## config.mk

```make
export PLATFORM = sky130hd
export DESIGN_NAME = eif_top
export DESIGN_NICKNAME = d
export VERILOG_FILES = /design/src/logic/eif_pkg.sv /design/src/logic/eif_detect.sv /design/src/logic/eif_top.sv
export SDC_FILE = /design/constraint.sdc
export NUM_CORES = 1
export LEC_CHECK = 0
export BUFFER_PORTS_ARGS = -buffer_cell sky130_fd_sc_hd__buf_2
export CAP_MARGIN = 20
export CORE_MARGIN = 1
export CORE_UTILIZATION = 33
export DETAILED_ROUTE_END_ITERATION = 8
export HOLD_SLACK_MARGIN = 0.1
export PLACE_DENSITY_LB_ADDON = 0.25
export SYNTH_ARGS = -nofsm -noshare
export SYNTH_HDL_FRONTEND = slang
export SYNTH_SLANG_ARGS = --single-unit
```

## constraint.sdc

```tcl
create_clock -name clk_sys -period 1.17 [get_ports clk_sys]
set_clock_uncertainty 0.05 [all_clocks]
set_input_delay 0.234 -clock clk_sys [delete_from_list [all_inputs] [get_ports clk_sys]]
set_output_delay 0.234 -clock clk_sys [all_outputs]
set_load 0.005 [all_outputs]
```

## src/logic/eif_pkg.sv

```systemverilog
// package: constants for the external interrupt flag block
package eif_pkg;

	// ------------------------------------------------------------
	// register map (byte addresses, one aligned word each)
	// ------------------------------------------------------------
	localparam int EIF_ADDR_W = 4;
	localparam logic [3:0] EIF_OFF_CTRL = 4'h0;
	localparam logic [3:0] EIF_OFF_PIN_CONFIG = 4'h4;

	// ------------------------------------------------------------
	// control register fields
	// ------------------------------------------------------------
	localparam int EIF_BIT_IRQ0_TYPE = 0;
	localparam int EIF_BIT_IRQ0_PEND = 1;
	localparam int EIF_BIT_IRQ1_TYPE = 2;
	localparam int EIF_BIT_IRQ1_PEND = 3;

	// ------------------------------------------------------------
	// pin configuration register fields
	// ------------------------------------------------------------
	localparam int EIF_BIT_IRQ0_POL = 0;
	localparam int EIF_BIT_IRQ1_POL = 1;

	// ------------------------------------------------------------
	// reset values and encodings
	// ------------------------------------------------------------
	localparam logic EIF_RST_TYPE = 1'b0;
	localparam logic EIF_RST_POL = 1'b0;
	localparam logic EIF_RST_PEND = 1'b0;
	localparam logic EIF_TYPE_LEVEL = 1'b0;
	localparam logic EIF_TYPE_EDGE = 1'b1;
	localparam logic [31:0] EIF_RST_RDATA = 32'h0000_0000;
	localparam int EIF_NUM_IRQ = 2;

	// ------------------------------------------------------------
	// bus answer states
	// ------------------------------------------------------------
	typedef enum logic [1:0] {
		EIF_BUS_IDLE = 2'b01,
		EIF_BUS_ACK = 2'b10
	} eif_bus_e;

endpackage

```

## src/logic/eif_detect.sv

```systemverilog
// module: pin synchroniser, polarity and edge detection for one input
module eif_detect (
	input wire logic clk_sys,
	input wire logic rst,
	input wire logic pin,
	input wire logic polarity,
	output logic active,
	output logic edge_seen
);
	import eif_pkg::*;

	logic sync1_q;
	logic sync2_q;
	logic prev_active_q;

	// ------------------------------------------------------------
	// two-stage synchroniser
	// ------------------------------------------------------------
	always_ff @(posedge clk_sys) begin
		// reset to the idle level of the reset polarity: no false flag
		if (rst) begin
			sync1_q <= !EIF_RST_POL;
			sync2_q <= !EIF_RST_POL;
		end else begin
			sync1_q <= pin;
			sync2_q <= sync1_q;
		end
	end

	// polarity picks the active level for both level and edge use
	assign active = polarity ? sync2_q : !sync2_q;

	always_ff @(posedge clk_sys) begin
		if (rst) begin
			prev_active_q <= 1'b0;
		end else begin
			prev_active_q <= active;
		end
	end

	// one-cycle pulse on the transition into the active level
	assign edge_seen = active && !prev_active_q;

endmodule

```

## src/logic/eif_top.sv

```systemverilog
// module: external interrupt flags with avalon-mm register access
//
// The Avalon-MM interface to the registers and the register addresses are this design's own decisions.
module eif_top (
	input wire logic clk_sys,
	input wire logic rst,
	input wire logic [eif_pkg::EIF_ADDR_W-1:0] avs_address,
	input wire logic avs_read,
	input wire logic avs_write,
	input wire logic [31:0] avs_writedata,
	input wire logic [3:0] avs_byteenable,
	output logic [31:0] avs_readdata,
	output logic avs_waitrequest,
	input wire logic ext_irq0_input,
	input wire logic ext_irq1_input,
	input wire logic vector_ack0,
	input wire logic vector_ack1,
	output logic irq_req0,
	output logic irq_req1
);
	import eif_pkg::*;

	// ------------------------------------------------------------
	// helpers
	// ------------------------------------------------------------
	function automatic logic eif_hit(
		input logic [EIF_ADDR_W-1:0] addr,
		input logic [EIF_ADDR_W-1:0] off
	);
		eif_hit = (addr[EIF_ADDR_W-1:2] == off[EIF_ADDR_W-1:2]);
	endfunction

	function automatic int eif_type_bit(input int ch);
		eif_type_bit = (ch == 0) ? EIF_BIT_IRQ0_TYPE : EIF_BIT_IRQ1_TYPE;
	endfunction

	function automatic int eif_pend_bit(input int ch);
		eif_pend_bit = (ch == 0) ? EIF_BIT_IRQ0_PEND : EIF_BIT_IRQ1_PEND;
	endfunction

	function automatic int eif_pol_bit(input int ch);
		eif_pol_bit = (ch == 0) ? EIF_BIT_IRQ0_POL : EIF_BIT_IRQ1_POL;
	endfunction

	// ------------------------------------------------------------
	// declarations
	// ------------------------------------------------------------
	eif_bus_e bus_state_q;
	logic waitrequest_q;
	logic [31:0] readdata_q;
	logic [31:0] readdata_d;
	logic wr_fire;
	logic rd_start;
	logic ctrl_wr;
	logic pin_wr;
	logic [EIF_NUM_IRQ-1:0] type_sel_q;
	logic [EIF_NUM_IRQ-1:0] polarity_q;
	logic [EIF_NUM_IRQ-1:0] pending_q;
	logic [EIF_NUM_IRQ-1:0] irq_q;
	logic [EIF_NUM_IRQ-1:0] pin_in;
	logic [EIF_NUM_IRQ-1:0] ack_in;
	logic [EIF_NUM_IRQ-1:0] active;
	logic [EIF_NUM_IRQ-1:0] edge_seen;
	logic [EIF_NUM_IRQ-1:0] sw_clr;

	assign pin_in = {ext_irq1_input, ext_irq0_input};
	assign ack_in = {vector_ack1, vector_ack0};

	// ------------------------------------------------------------
	// avalon-mm slave: one wait cycle, then a one-cycle answer
	// ------------------------------------------------------------
	assign rd_start = (avs_read || avs_write) && waitrequest_q;
	assign wr_fire = avs_write && !waitrequest_q;
	assign ctrl_wr = wr_fire && avs_byteenable[0]
		&& eif_hit(avs_address, EIF_OFF_CTRL);
	assign pin_wr = wr_fire && avs_byteenable[0]
		&& eif_hit(avs_address, EIF_OFF_PIN_CONFIG);

	always_ff @(posedge clk_sys) begin
		if (rst) begin
			bus_state_q <= EIF_BUS_IDLE;
			waitrequest_q <= 1'b1;
		end else begin
			case (bus_state_q)
				EIF_BUS_IDLE: begin
					if (avs_read || avs_write) begin
						bus_state_q <= EIF_BUS_ACK;
						waitrequest_q <= 1'b0;
					end
				end
				EIF_BUS_ACK: begin
					bus_state_q <= EIF_BUS_IDLE;
					waitrequest_q <= 1'b1;
				end
				default: begin
					bus_state_q <= EIF_BUS_IDLE;
					waitrequest_q <= 1'b1;
				end
			endcase
		end
	end

	// read mux; unmapped addresses read as zero
	always_comb begin
		readdata_d = EIF_RST_RDATA;
		if (eif_hit(avs_address, EIF_OFF_CTRL)) begin
			readdata_d[EIF_BIT_IRQ0_TYPE] = type_sel_q[0];
			readdata_d[EIF_BIT_IRQ0_PEND] = pending_q[0];
			readdata_d[EIF_BIT_IRQ1_TYPE] = type_sel_q[1];
			readdata_d[EIF_BIT_IRQ1_PEND] = pending_q[1];
		end else if (eif_hit(avs_address, EIF_OFF_PIN_CONFIG)) begin
			readdata_d[EIF_BIT_IRQ0_POL] = polarity_q[0];
			readdata_d[EIF_BIT_IRQ1_POL] = polarity_q[1];
		end
	end

	always_ff @(posedge clk_sys) begin
		if (rst) begin
			readdata_q <= EIF_RST_RDATA;
		end else if (avs_read && rd_start) begin
			readdata_q <= readdata_d;
		end
	end

	assign avs_readdata = readdata_q;
	assign avs_waitrequest = waitrequest_q;

	// ------------------------------------------------------------
	// per-input configuration, detection and pending flags
	// ------------------------------------------------------------
	for (genvar i = 0; i < EIF_NUM_IRQ; i++) begin : g_irq

		eif_detect u_detect (
			.clk_sys(clk_sys),
			.rst(rst),
			.pin(pin_in[i]),
			.polarity(polarity_q[i]),
			.active(active[i]),
			.edge_seen(edge_seen[i])
		);

		// trigger type: 0 level, 1 edge
		always_ff @(posedge clk_sys) begin
			if (rst) begin
				type_sel_q[i] <= EIF_RST_TYPE;
			end else if (ctrl_wr) begin
				type_sel_q[i] <= avs_writedata[eif_type_bit(i)];
			end
		end

		// active level of the pin
		always_ff @(posedge clk_sys) begin
			if (rst) begin
				polarity_q[i] <= EIF_RST_POL;
			end else if (pin_wr) begin
				polarity_q[i] <= avs_writedata[eif_pol_bit(i)];
			end
		end

		// in edge mode, writing 0 to a pending bit clears it, writing 1 has no effect
		assign sw_clr[i] = ctrl_wr && !avs_writedata[eif_pend_bit(i)];

		// level mode tracks the pin; edge mode is sticky, set beats clear
		always_ff @(posedge clk_sys) begin
			if (rst) begin
				pending_q[i] <= EIF_RST_PEND;
			end else if (type_sel_q[i] == EIF_TYPE_LEVEL) begin
				pending_q[i] <= active[i];
			end else if (edge_seen[i]) begin
				pending_q[i] <= 1'b1;
			end else if (sw_clr[i] || ack_in[i]) begin
				pending_q[i] <= 1'b0;
			end
		end

		// request to the cpu, registered copy of the next flag value
		always_ff @(posedge clk_sys) begin
			if (rst) begin
				irq_q[i] <= EIF_RST_PEND;
			end else if (type_sel_q[i] == EIF_TYPE_LEVEL) begin
				irq_q[i] <= active[i];
			end else if (edge_seen[i]) begin
				irq_q[i] <= 1'b1;
			end else if (sw_clr[i] || ack_in[i]) begin
				irq_q[i] <= 1'b0;
			end
		end

		// --------------------------------------------------------
		// checks
		// --------------------------------------------------------
		property p_level_follow;
			@(posedge clk_sys) disable iff (rst)
			(type_sel_q[i] == EIF_TYPE_LEVEL)
				|=> (pending_q[i] == $past(active[i]));
		endproperty
		a_level_follow: assert property (p_level_follow)
			else $error("level flag does not follow input");

		property p_edge_set;
			@(posedge clk_sys) disable iff (rst)
			(type_sel_q[i] == EIF_TYPE_EDGE) && edge_seen[i]
				|=> pending_q[i];
		endproperty
		a_edge_set: assert property (p_edge_set)
			else $error("edge did not set pending flag");

		property p_ack_clear;
			@(posedge clk_sys) disable iff (rst)
			(type_sel_q[i] == EIF_TYPE_EDGE) && ack_in[i]
				&& !edge_seen[i] |=> !pending_q[i];
		endproperty
		a_ack_clear: assert property (p_ack_clear)
			else $error("vectoring did not clear edge flag");

		property p_sw_clear;
			@(posedge clk_sys) disable iff (rst)
			(type_sel_q[i] == EIF_TYPE_EDGE) && sw_clr[i]
				&& !edge_seen[i] |=> !pending_q[i];
		endproperty
		a_sw_clear: assert property (p_sw_clear)
			else $error("software write did not clear edge flag");

		property p_no_spurious;
			@(posedge clk_sys) disable iff (rst)
			(type_sel_q[i] == EIF_TYPE_EDGE) && !pending_q[i]
				&& !edge_seen[i] |=> !pending_q[i];
		endproperty
		a_no_spurious: assert property (p_no_spurious)
			else $error("edge flag set without an edge");

		property p_edge_once;
			@(posedge clk_sys) disable iff (rst)
			edge_seen[i] |=> !edge_seen[i];
		endproperty
		a_edge_once: assert property (p_edge_once)
			else $error("edge pulse lasted more than one cycle");

		property p_irq_match;
			@(posedge clk_sys) disable iff (rst)
			$rose(pending_q[i]) |-> irq_q[i] ##1 (irq_q[i] == pending_q[i]);
		endproperty
		a_irq_match: assert property (p_irq_match)
			else $error("request does not track pending flag");

		property p_pol_write;
			@(posedge clk_sys) disable iff (rst)
			pin_wr |=> (polarity_q[i]
				== $past(avs_writedata[eif_pol_bit(i)]));
		endproperty
		a_pol_write: assert property (p_pol_write)
			else $error("polarity bit not stored");

		property p_type_write;
			@(posedge clk_sys) disable iff (rst)
			ctrl_wr |=> (type_sel_q[i]
				== $past(avs_writedata[eif_type_bit(i)]));
		endproperty
		a_type_write: assert property (p_type_write)
			else $error("type select bit not stored");

		property p_level_no_clear;
			@(posedge clk_sys) disable iff (rst)
			(type_sel_q[i] == EIF_TYPE_LEVEL) && active[i]
				&& (sw_clr[i] || ack_in[i]) |=> pending_q[i];
		endproperty
		a_level_no_clear: assert property (p_level_no_clear)
			else $error("level flag cleared while input active");

		property p_pend_hold;
			@(posedge clk_sys) disable iff (rst)
			(type_sel_q[i] == EIF_TYPE_EDGE) && pending_q[i]
				&& !sw_clr[i] && !ack_in[i] |=> pending_q[i];
		endproperty
		a_pend_hold: assert property (p_pend_hold)
			else $error("edge flag dropped without a clear");

		property p_type_hold;
			@(posedge clk_sys) disable iff (rst)
			!ctrl_wr |=> $stable(type_sel_q[i]);
		endproperty
		a_type_hold: assert property (p_type_hold)
			else $error("type select changed without a write");

		property p_pol_hold;
			@(posedge clk_sys) disable iff (rst)
			!pin_wr |=> $stable(polarity_q[i]);
		endproperty
		a_pol_hold: assert property (p_pol_hold)
			else $error("polarity changed without a write");

		property p_edge_prev;
			@(posedge clk_sys) disable iff (rst)
			edge_seen[i] |-> !$past(active[i]);
		endproperty
		a_edge_prev: assert property (p_edge_prev)
			else $error("edge pulse without an inactive cycle before");
	end

	assign irq_req0 = irq_q[0];
	assign irq_req1 = irq_q[1];

	// ------------------------------------------------------------
	// bus checks
	// ------------------------------------------------------------
	property p_wait_drop;
		@(posedge clk_sys) disable iff (rst)
		(avs_read || avs_write) && waitrequest_q |=> !waitrequest_q;
	endproperty
	a_wait_drop: assert property (p_wait_drop)
		else $error("waitrequest not released one cycle after request");

	property p_wait_single;
		@(posedge clk_sys) disable iff (rst)
		!waitrequest_q |=> waitrequest_q;
	endproperty
	a_wait_single: assert property (p_wait_single)
		else $error("waitrequest low for more than one cycle");

	property p_read_ctrl;
		@(posedge clk_sys) disable iff (rst)
		avs_read && rd_start && eif_hit(avs_address, EIF_OFF_CTRL)
			|=> (avs_readdata[EIF_BIT_IRQ0_PEND] == $past(pending_q[0]))
			&& (avs_readdata[EIF_BIT_IRQ1_PEND] == $past(pending_q[1]));
	endproperty
	a_read_ctrl: assert property (p_read_ctrl)
		else $error("pending flags not returned on read");

	property p_read_pin;
		@(posedge clk_sys) disable iff (rst)
		avs_read && rd_start && eif_hit(avs_address, EIF_OFF_PIN_CONFIG)
			|=> (avs_readdata[EIF_BIT_IRQ0_POL] == $past(polarity_q[0]))
			&& (avs_readdata[EIF_BIT_IRQ1_POL] == $past(polarity_q[1]));
	endproperty
	a_read_pin: assert property (p_read_pin)
		else $error("polarity bits not returned on read");

	property p_read_type;
		@(posedge clk_sys) disable iff (rst)
		avs_read && rd_start && eif_hit(avs_address, EIF_OFF_CTRL)
			|=> (avs_readdata[EIF_BIT_IRQ0_TYPE] == $past(type_sel_q[0]))
			&& (avs_readdata[EIF_BIT_IRQ1_TYPE] == $past(type_sel_q[1]));
	endproperty
	a_read_type: assert property (p_read_type)
		else $error("type select bits not returned on read");

endmodule
```

**Word-level counts from Yosys, hierarchy flattened**

Index checks and enable logic that the tools add are counted.

- Register bits after elaboration: 19
- Latch bits: 0
- Bits in writable memories: 0
- Memory bits (read-only): 0
- Bits of input ports: 48
- Output and inout port bits: 35
- Memories kept: 0

- Add/subtract/negate cells: 0
- Multiply operators: 0
- Div/mod/pow operators: 0
- Magnitude comparators: 0
- Equal/unequal tests: 4
- Shift operators: 0
- Mux-type cells: 11
- Bitwise operators: 1
- Reductions and logical operators: 22

Operators with widths:

| cell | count |
|---|---|
| logical AND 1 bit | 10 |
| 2-to-1 mux 1 bit | 8 |
| logical NOT 1 bit | 7 |
| 2-to-1 mux 2 bit | 3 |
| != test 3 x 1 -> 1 bit (second input constant) | 2 |
| equality test 2 x 1 -> 1 bit (second input constant) | 2 |
| logical OR 1 bit | 3 |
| logical NOT 2 bit | 1 |
| OR reduction 2 bit | 1 |
| inverter 1 bit | 1 |

**Depth between registers and ports, before layout**

Gate-level depths: netlist of the first run.

- Depth in word-level cells: 9
- Mapped depth: 4
- Gate-level depth less buffers: 3

**Cells and area by module**

A second synthesis of the first run with hierarchy kept.

- Cells, all modules: 105
- Area total of the unflattened synthesis: 945.9 µm²

Modules (own cells, without submodules):

| module | times used | cells each | area each (µm²) |
|---|---|---|---|
| eif_top | 1 | 87 | 760.7 |
| eif_detect | 2 | 9 | 92.6 |

**Worst setup path before layout of the first run**

No wires, ideal clock.

- Path kind: register to register
- Start: reg bus_state_q[0] (netlist name)
- End: reg polarity_q[0]
- Library setup time: 0.118 ns
- Arrival time: 1.026 ns
- Data required time: 1.002 ns
- Path slack: -0.024 ns
- Stages on the path, launching flop included: 4
- Path buffers: 0
- Path through: dfxtp_1 -> nand3b_4 -> or3b_4 -> mux2i_1

RTL lines:

| what | line | source |
|---|---|---|
| to (signal, indexed assignment) | eif_top.sv:156 | `polarity_q[i] <= avs_writedata[eif_pol_bit(i)];` |
| to (decl) | eif_top.sv:57 | `logic [EIF_NUM_IRQ-1:0] polarity_q;` |

==> metrics.yaml, run 1 <==
netlist_area_um2: 917
vdd_drop_max_v: 0.000771
cap_violations: 0
critPathMaxStageDelay_ns: 0.39
multiInputGateArea_um2: 432
cp_max_fo: 4
pre_cts_ws_ns: 0.00695
clock_latency_ns: 0.29
synth_edf_count: 0
cts_max_path_buffers: 2
start_kind: "flop"
dp.cells: 150
fin_cells: 157
synthCells: 101
worstPathRequired_ns: 1.30
port_buffers: 21
netlist.top_cell.by_area: "dfxtp_1"
cts_tree: "done"
path_clk_slew_ns: 0.09
cp_top_family: "simple AND/OR/NAND/NOR gates"
vias_per_cell: 4.08
switching_share_pct: 22.5
fillers: 261
critPathArrivalTime_ns: 1.29
power_frac_seq_pct: 56.6
setup_tns_ns: 0
totalWireLength_um: 1390
syn_area_per_cell_um2: 9.08
grt_usage_pct: 10.9
die_y_um: 54.7
core_area_um2: 2540
drt_iter0_drc: 2
seqCellArea_um2: 362
grt_pass1_wl_um: 2260
synth-seq-cells: 18
worstPathCellList: "nand3b_4 -> or3b_4 -> mux2i_1"
grt_max_degree: 21
antenna_left: 0
power.density_nw_per_um2: 1110
numCtsBuffers: 3
synth-seq-area-share_pct: 39.3
maxSlewViolCount: 0
yosysUniqueCellTypes: 22
rsz0062_at_grt: "yes"
async_flop_share_pct: 0
first_pass_iters: 3
net-switching-power_uw: 255
fin_area_um2: 1020
vias: 640
synth_ff_type: "dfxtp_1"
final_common_cell: "conb_1"
rows: 18
critPathKind: "reg2reg"
drive_above_1_share_pct: 27.6
final_nets: 176
cp-end-kind: "flop"
max_freq_ghz: 0.860
leakage_nw: 0.495
place_area_um2: 955
routedWlPerCell_um: 8.83
die-area_um2: 2990
globalplace.congestion: 0.745
synth.top_cell.area_share_pct: 39.3
p_comb_share_pct: 11.1
clkPwrFrac_pct: 32.4
p_int_uw: 877
pin_count: 83
drc: 0
start_util_pct: 36.0
clockRootBuffer: "clkbuf_4"
grt_pass1_vias: 549
final_hold_viol_count: 0
cpMaxStageDelayCell: "or3b_4"
grt-ovfl-total: 0
die_w_um: 54.7
critPathBufInv: 0
fin_crit_sh_pct: 99.4
place_hpwl_um: 1110
cts_max_level: 1
finalSetupViolCount: 0
antenna_found_initial: 0
period_minus_slack_ns: 1.16
numClockSinks: 18
layout-area-overhead-vs-synth_pct: 11.1
yosysWarnings: 0
diodes: 0
outcome: "finished, final reports clean"
min_path_type: "in2reg"
netlist_top_cells_area: "dfxtp_1, buf_4, mux2i_1, nand2b_1, nand2_1"
worst_slack_ns: 0.00758
mostFrequentLayoutCells: "conb_1, buf_2, dfxtp_1, nand2b_1, nand2_1"
-- final cells by class --
type | instances | share of cell area, %
Multi-Input combinational cell | 78 | 42.4
Inverter | 1 | 0.369
Clock buffer | 4 | 3.56
Timing Repair Buffer | 26 | 14.5
Sequential cell | 18 | 35.5
Tap cell | 30 | 3.69
-- final timing paths --
path	startpoint	end	slack [ns]	cells after the start
max	bus_state_q[0]	polarity_q[1]	0.008	3
min	avs_writedata[2]	type_sel_q[1]	0.15	3
max reg2reg	bus_state_q[0]	polarity_q[1]	0.008	3
min reg2reg	g_irq[1].u_detect.sync1_q	g_irq[1].u_detect.sync2_q	0.37	1
-- Yosys cell counts (4+ instances only) --
library cell / number
buf_4: 28
a21oi_1: 4
dfxtp_1: 18
nand2_1: 7
mux2i_1: 6
or2_2: 4
nor2_1: 6
nand2b_1: 7
-- cell families (layout without fill, tap and decap cells) --
| group | after synthesis | after routing | synth area share [%] |
|---|---|---|---|
| AO/OA/AOI/OAI | 7 | 7 | 5.18 |
| flip-flops | 18 | 18 | 39.3 |
| XOR/XNOR | 2 | 2 | 1.91 |
| buffers and inverters | 32 | 31 | 24.7 |
| AND/OR/NAND/NOR | 35 | 35 | 22.0 |
| multiplexers | 6 | 6 | 6.55 |
| other | 1 | 28 | 0.409 |
-- routing by layer --
metal	routed length [um]	global-route usage, %	vias to the layer above	part of all wire, %
li1	-	-	327	-
met1	613	12.8	275	44
met2	642	17.7	38	46
met3	130	4.44	0	9.4
met4	0	3.85	0	0
met5	0	0	-	0
-- power by group through the flow --
stage	Sequential, mW	Combinational [mW]	Clock (mW)
4_1_cts	0.641	0.124	0.388
2_1_floorplan	0.655	0.136	0
3_5_place_dp	0.655	0.119	0
3_3_place_gp	0.654	0.116	0
5_1_grt	0.643	0.150	0.423
6_report	0.640	0.125	0.366
-- worst min-delay path, stage by stage --
cell and delay, ns:
buf_2 0.10, nand2b_1 0.05, mux2i_1 0.06
-- flip-flops by register name, indices dropped and copies added, names as in the netlist --
register	flops
irq_req1	1
g_irq.u_detect.sync1_q	2
polarity_q	2
irq_req0	1
g_irq.u_detect.prev_active_q	2
bus_state_q	2
type_sel_q	2
g_irq.u_detect.sync2_q	2
avs_readdata	4
-- timing repair --
| action | in CTS | in global routing |
|---|---|---|
| setup endpoints to repair | 2 | 4 |
| gates resized for setup | 0 | 0 |
| hold endpoints to repair | 2 | 0 |
| hold buffers | 2 | 0 |
| setup buffers | 0 | 1 |
-- stage by stage --
step | hold slack, ns | total power, mW | util [%]
after floorplan | 0.288 | 0.791 | -
after global placement | 0.346 | 0.770 | 37.5
after detailed placement | 0.351 | 0.773 | 37.5
after CTS | 0.144 | 1.15 | 39.7
after global routing | 0.148 | 1.22 | 40.0
final | 0.151 | 1.13 | 40.0
(Power assumes the default switching activity.)
==> run 2: changes to the inputs <==
--- a/config.mk
+++ b/config.mk
@@ -8,7 +8,7 @@
 export BUFFER_PORTS_ARGS = -buffer_cell sky130_fd_sc_hd__buf_2
 export CAP_MARGIN = 20
 export CORE_MARGIN = 1
-export CORE_UTILIZATION = 33
+export CORE_UTILIZATION = 39
 export DETAILED_ROUTE_END_ITERATION = 8
 export HOLD_SLACK_MARGIN = 0.1
 export PLACE_DENSITY_LB_ADDON = 0.25
==> constraint.sdc (replaced) <==
create_clock -name clk_sys -period 1.4 [get_ports clk_sys]
set_clock_uncertainty 0.05 [all_clocks]
set_input_delay 0.28 -clock clk_sys [delete_from_list [all_inputs] [get_ports clk_sys]]
set_output_delay 0.28 -clock clk_sys [all_outputs]
set_load 0.005 [all_outputs]
==> run 2 against run 1 <==
Compared with the run above: core utilization grew 3.3 points; non-clock buffer count shrank 5; worst hold slack lost 0.028 ns; global-route usage shrank 0.090 points; final cell count shrank 5.1%; flip-flop and latch count is the same; critical endpoint unchanged.
==> metrics.yaml, run 2 (synthesis gave the netlist of run 1 again) <==
mostFrequentLayoutCells: "conb_1, buf_2, dfxtp_1, nand2b_1, nand2_1"  # unchanged
grt-ovfl-total: 0  # unchanged
critPathKind: "reg2reg"  # unchanged
cap_violations: 0  # unchanged
diodes: 0  # unchanged
fillers: 244  # was 261
place_hpwl_um: 989  # was 1110 um
grt_usage_pct: 10.8  # was 10.9%
final_hold_viol_count: 0  # unchanged
vias: 637  # was 640
path_clk_slew_ns: 0.09  # about the same
core_area_um2: 2210  # was 2540 um2
worstPathRequired_ns: 1.53  # was 1.30 ns
drc: 0  # unchanged
first_pass_iters: 2  # was 3
start_util_pct: 41.5  # was 36.0%
rsz0062_at_grt: "no"  # was yes
r2r-end: "polarity_q[1]"  # unchanged
largest_reg_flops: 4  # unchanged
r2r_cells: 3  # unchanged
cts_setup_buffers: 0  # unchanged
outcome: "finished, final reports clean"  # unchanged
cp-end-kind: "flop"  # unchanged
antenna_left: 0  # unchanged
numCtsBuffers: 3  # unchanged
grt_pass1_vias: 512  # was 549
pin_count: 83  # unchanged
cts_max_level: 1  # unchanged
die_w_um: 50.5  # was 54.7 um
min_path_type: "in2reg"  # unchanged
leakage_nw: 0.466  # was 0.495 nW
drt_iter0_drc: 2  # unchanged
grt_pass1_wl_um: 2090  # was 2260 um
worstSetupStartpoint: "bus_state_q[0]"  # unchanged
cts_max_path_buffers: 2  # unchanged
setup_tns_ns: 0  # unchanged
place_area_um2: 936  # was 955 um2
drive_above_1_share_pct: 24.8  # was 27.6%
globalplace.congestion: 0.674  # was 0.745
die-area_um2: 2550  # was 2990 um2
period_minus_slack_ns: 1.24  # was 1.16 ns
start_kind: "flop"  # unchanged
vias_per_cell: 4.28  # was 4.08
seqCellArea_um2: 360  # was 362 um2
multiInputGateArea_um2: 432  # unchanged
finalSetupViolCount: 0  # unchanged
r2r-start: "bus_state_q[0]"  # unchanged
antenna_found_initial: 0  # unchanged
routedWlPerCell_um: 8.47  # was 8.83 um
hold_buffers: 0  # was 2
die_y_um: 50.5  # was 54.7 um
total_power_uw: 866  # was 1.13 mW
critPathArrivalTime_ns: 1.37  # was 1.29 ns
final_nets: 171  # was 176
ctsResizeCount: 0  # unchanged
clock_latency_ns: 0.28  # was 0.29 ns
regToRegSetupSlack_ns: 0.16  # was 0.008 ns
grt_max_degree: 21  # unchanged
hp-start: "ext_irq0_input"  # was avs_writedata[2]
port_buffers: 21  # unchanged
vdd_drop_max_v: 0.000686  # was 0.000771 V
numClockSinks: 18  # unchanged
cp_max_fo: 6  # was 4
max_freq_ghz: 0.806  # was 0.860 GHz
rows: 17  # was 18
power.density_nw_per_um2: 904  # was 1110 nW/um2
hold_end: "g_irq[0].u_detect.sync1_q"  # was type_sel_q[1]
clockRootBuffer: "clkbuf_4"  # unchanged
min_path_cells: 2  # was 3
layout-area-overhead-vs-synth_pct: 4.50  # was 11.1%
postLayoutCoreUtil_pct: 43.3  # was 40.0%
cts_tree: "done"  # unchanged
final_common_cell: "conb_1"  # unchanged
fin_area_um2: 958  # was 1020 um2
totalWireLength_um: 1260  # was 1390 um
fin_crit_sh_pct: 88.6  # was 99.4%
maxSlewViolCount: 0  # unchanged
==> run 2: critical path, cell delays in order, from the launching register on <==
cell and delay [ns]:
dfxtp_1 0.36, nand3b_4 0.18, or3b_4 0.42, mux2i_1 0.13
==> run 2: report_power, final <==
part	internal, mW	total [mW]	switching, mW
registers	0.527	0.536	0.00857
logic	0.0378	0.0911	0.0532
clock network	0.0999	0.239	0.139
==> run 2: routing by layer <==
| metal | up-vias | wire length (um) | GRT usage, % |
|---|---|---|---|
| met5 | - | 0 | 0 |
| met4 | 0 | 0 | 1.39 |
| met3 | 0 | 129 | 4.55 |
| met2 | 38 | 572 | 18.7 |
| met1 | 284 | 560 | 12.8 |
| li1 | 315 | - | - |
==> run 2: layout make-up <==
| class | instances | area share [%] |
|---|---|---|
| Sequential cell | 18 | 37.6 |
| Tap cell | 28 | 3.66 |
| Timing Repair Buffer | 21 | 11.0 |
| Inverter | 1 | 0.392 |
| Clock buffer | 3 | 2.35 |
| Multi-Input combinational cell | 78 | 45.0 |
==> run 2: metrics by stage <==
step           setup slack, ns  cells  hold WS, ns
3_3_place_gp             0.177    146        0.346
6_report                 0.160    149        0.124
4_1_cts                  0.153    149        0.116
3_5_place_dp             0.167    146        0.348
2_1_floorplan            0.206    128        0.334
5_1_grt                 0.0542    149        0.109
==> run 2: worst max-delay path by stage <==
stage / cells after the start / end / slack (ns)
floorplan: 3 / polarity_q[0] / 0.21
global placement: 3 / polarity_q[1] / 0.18
detailed placement: 3 / polarity_q[1] / 0.17
CTS: 3 / polarity_q[1] / 0.15
global route: 3 / avs_readdata[1] / 0.05
finish: 3 / polarity_q[1] / 0.16
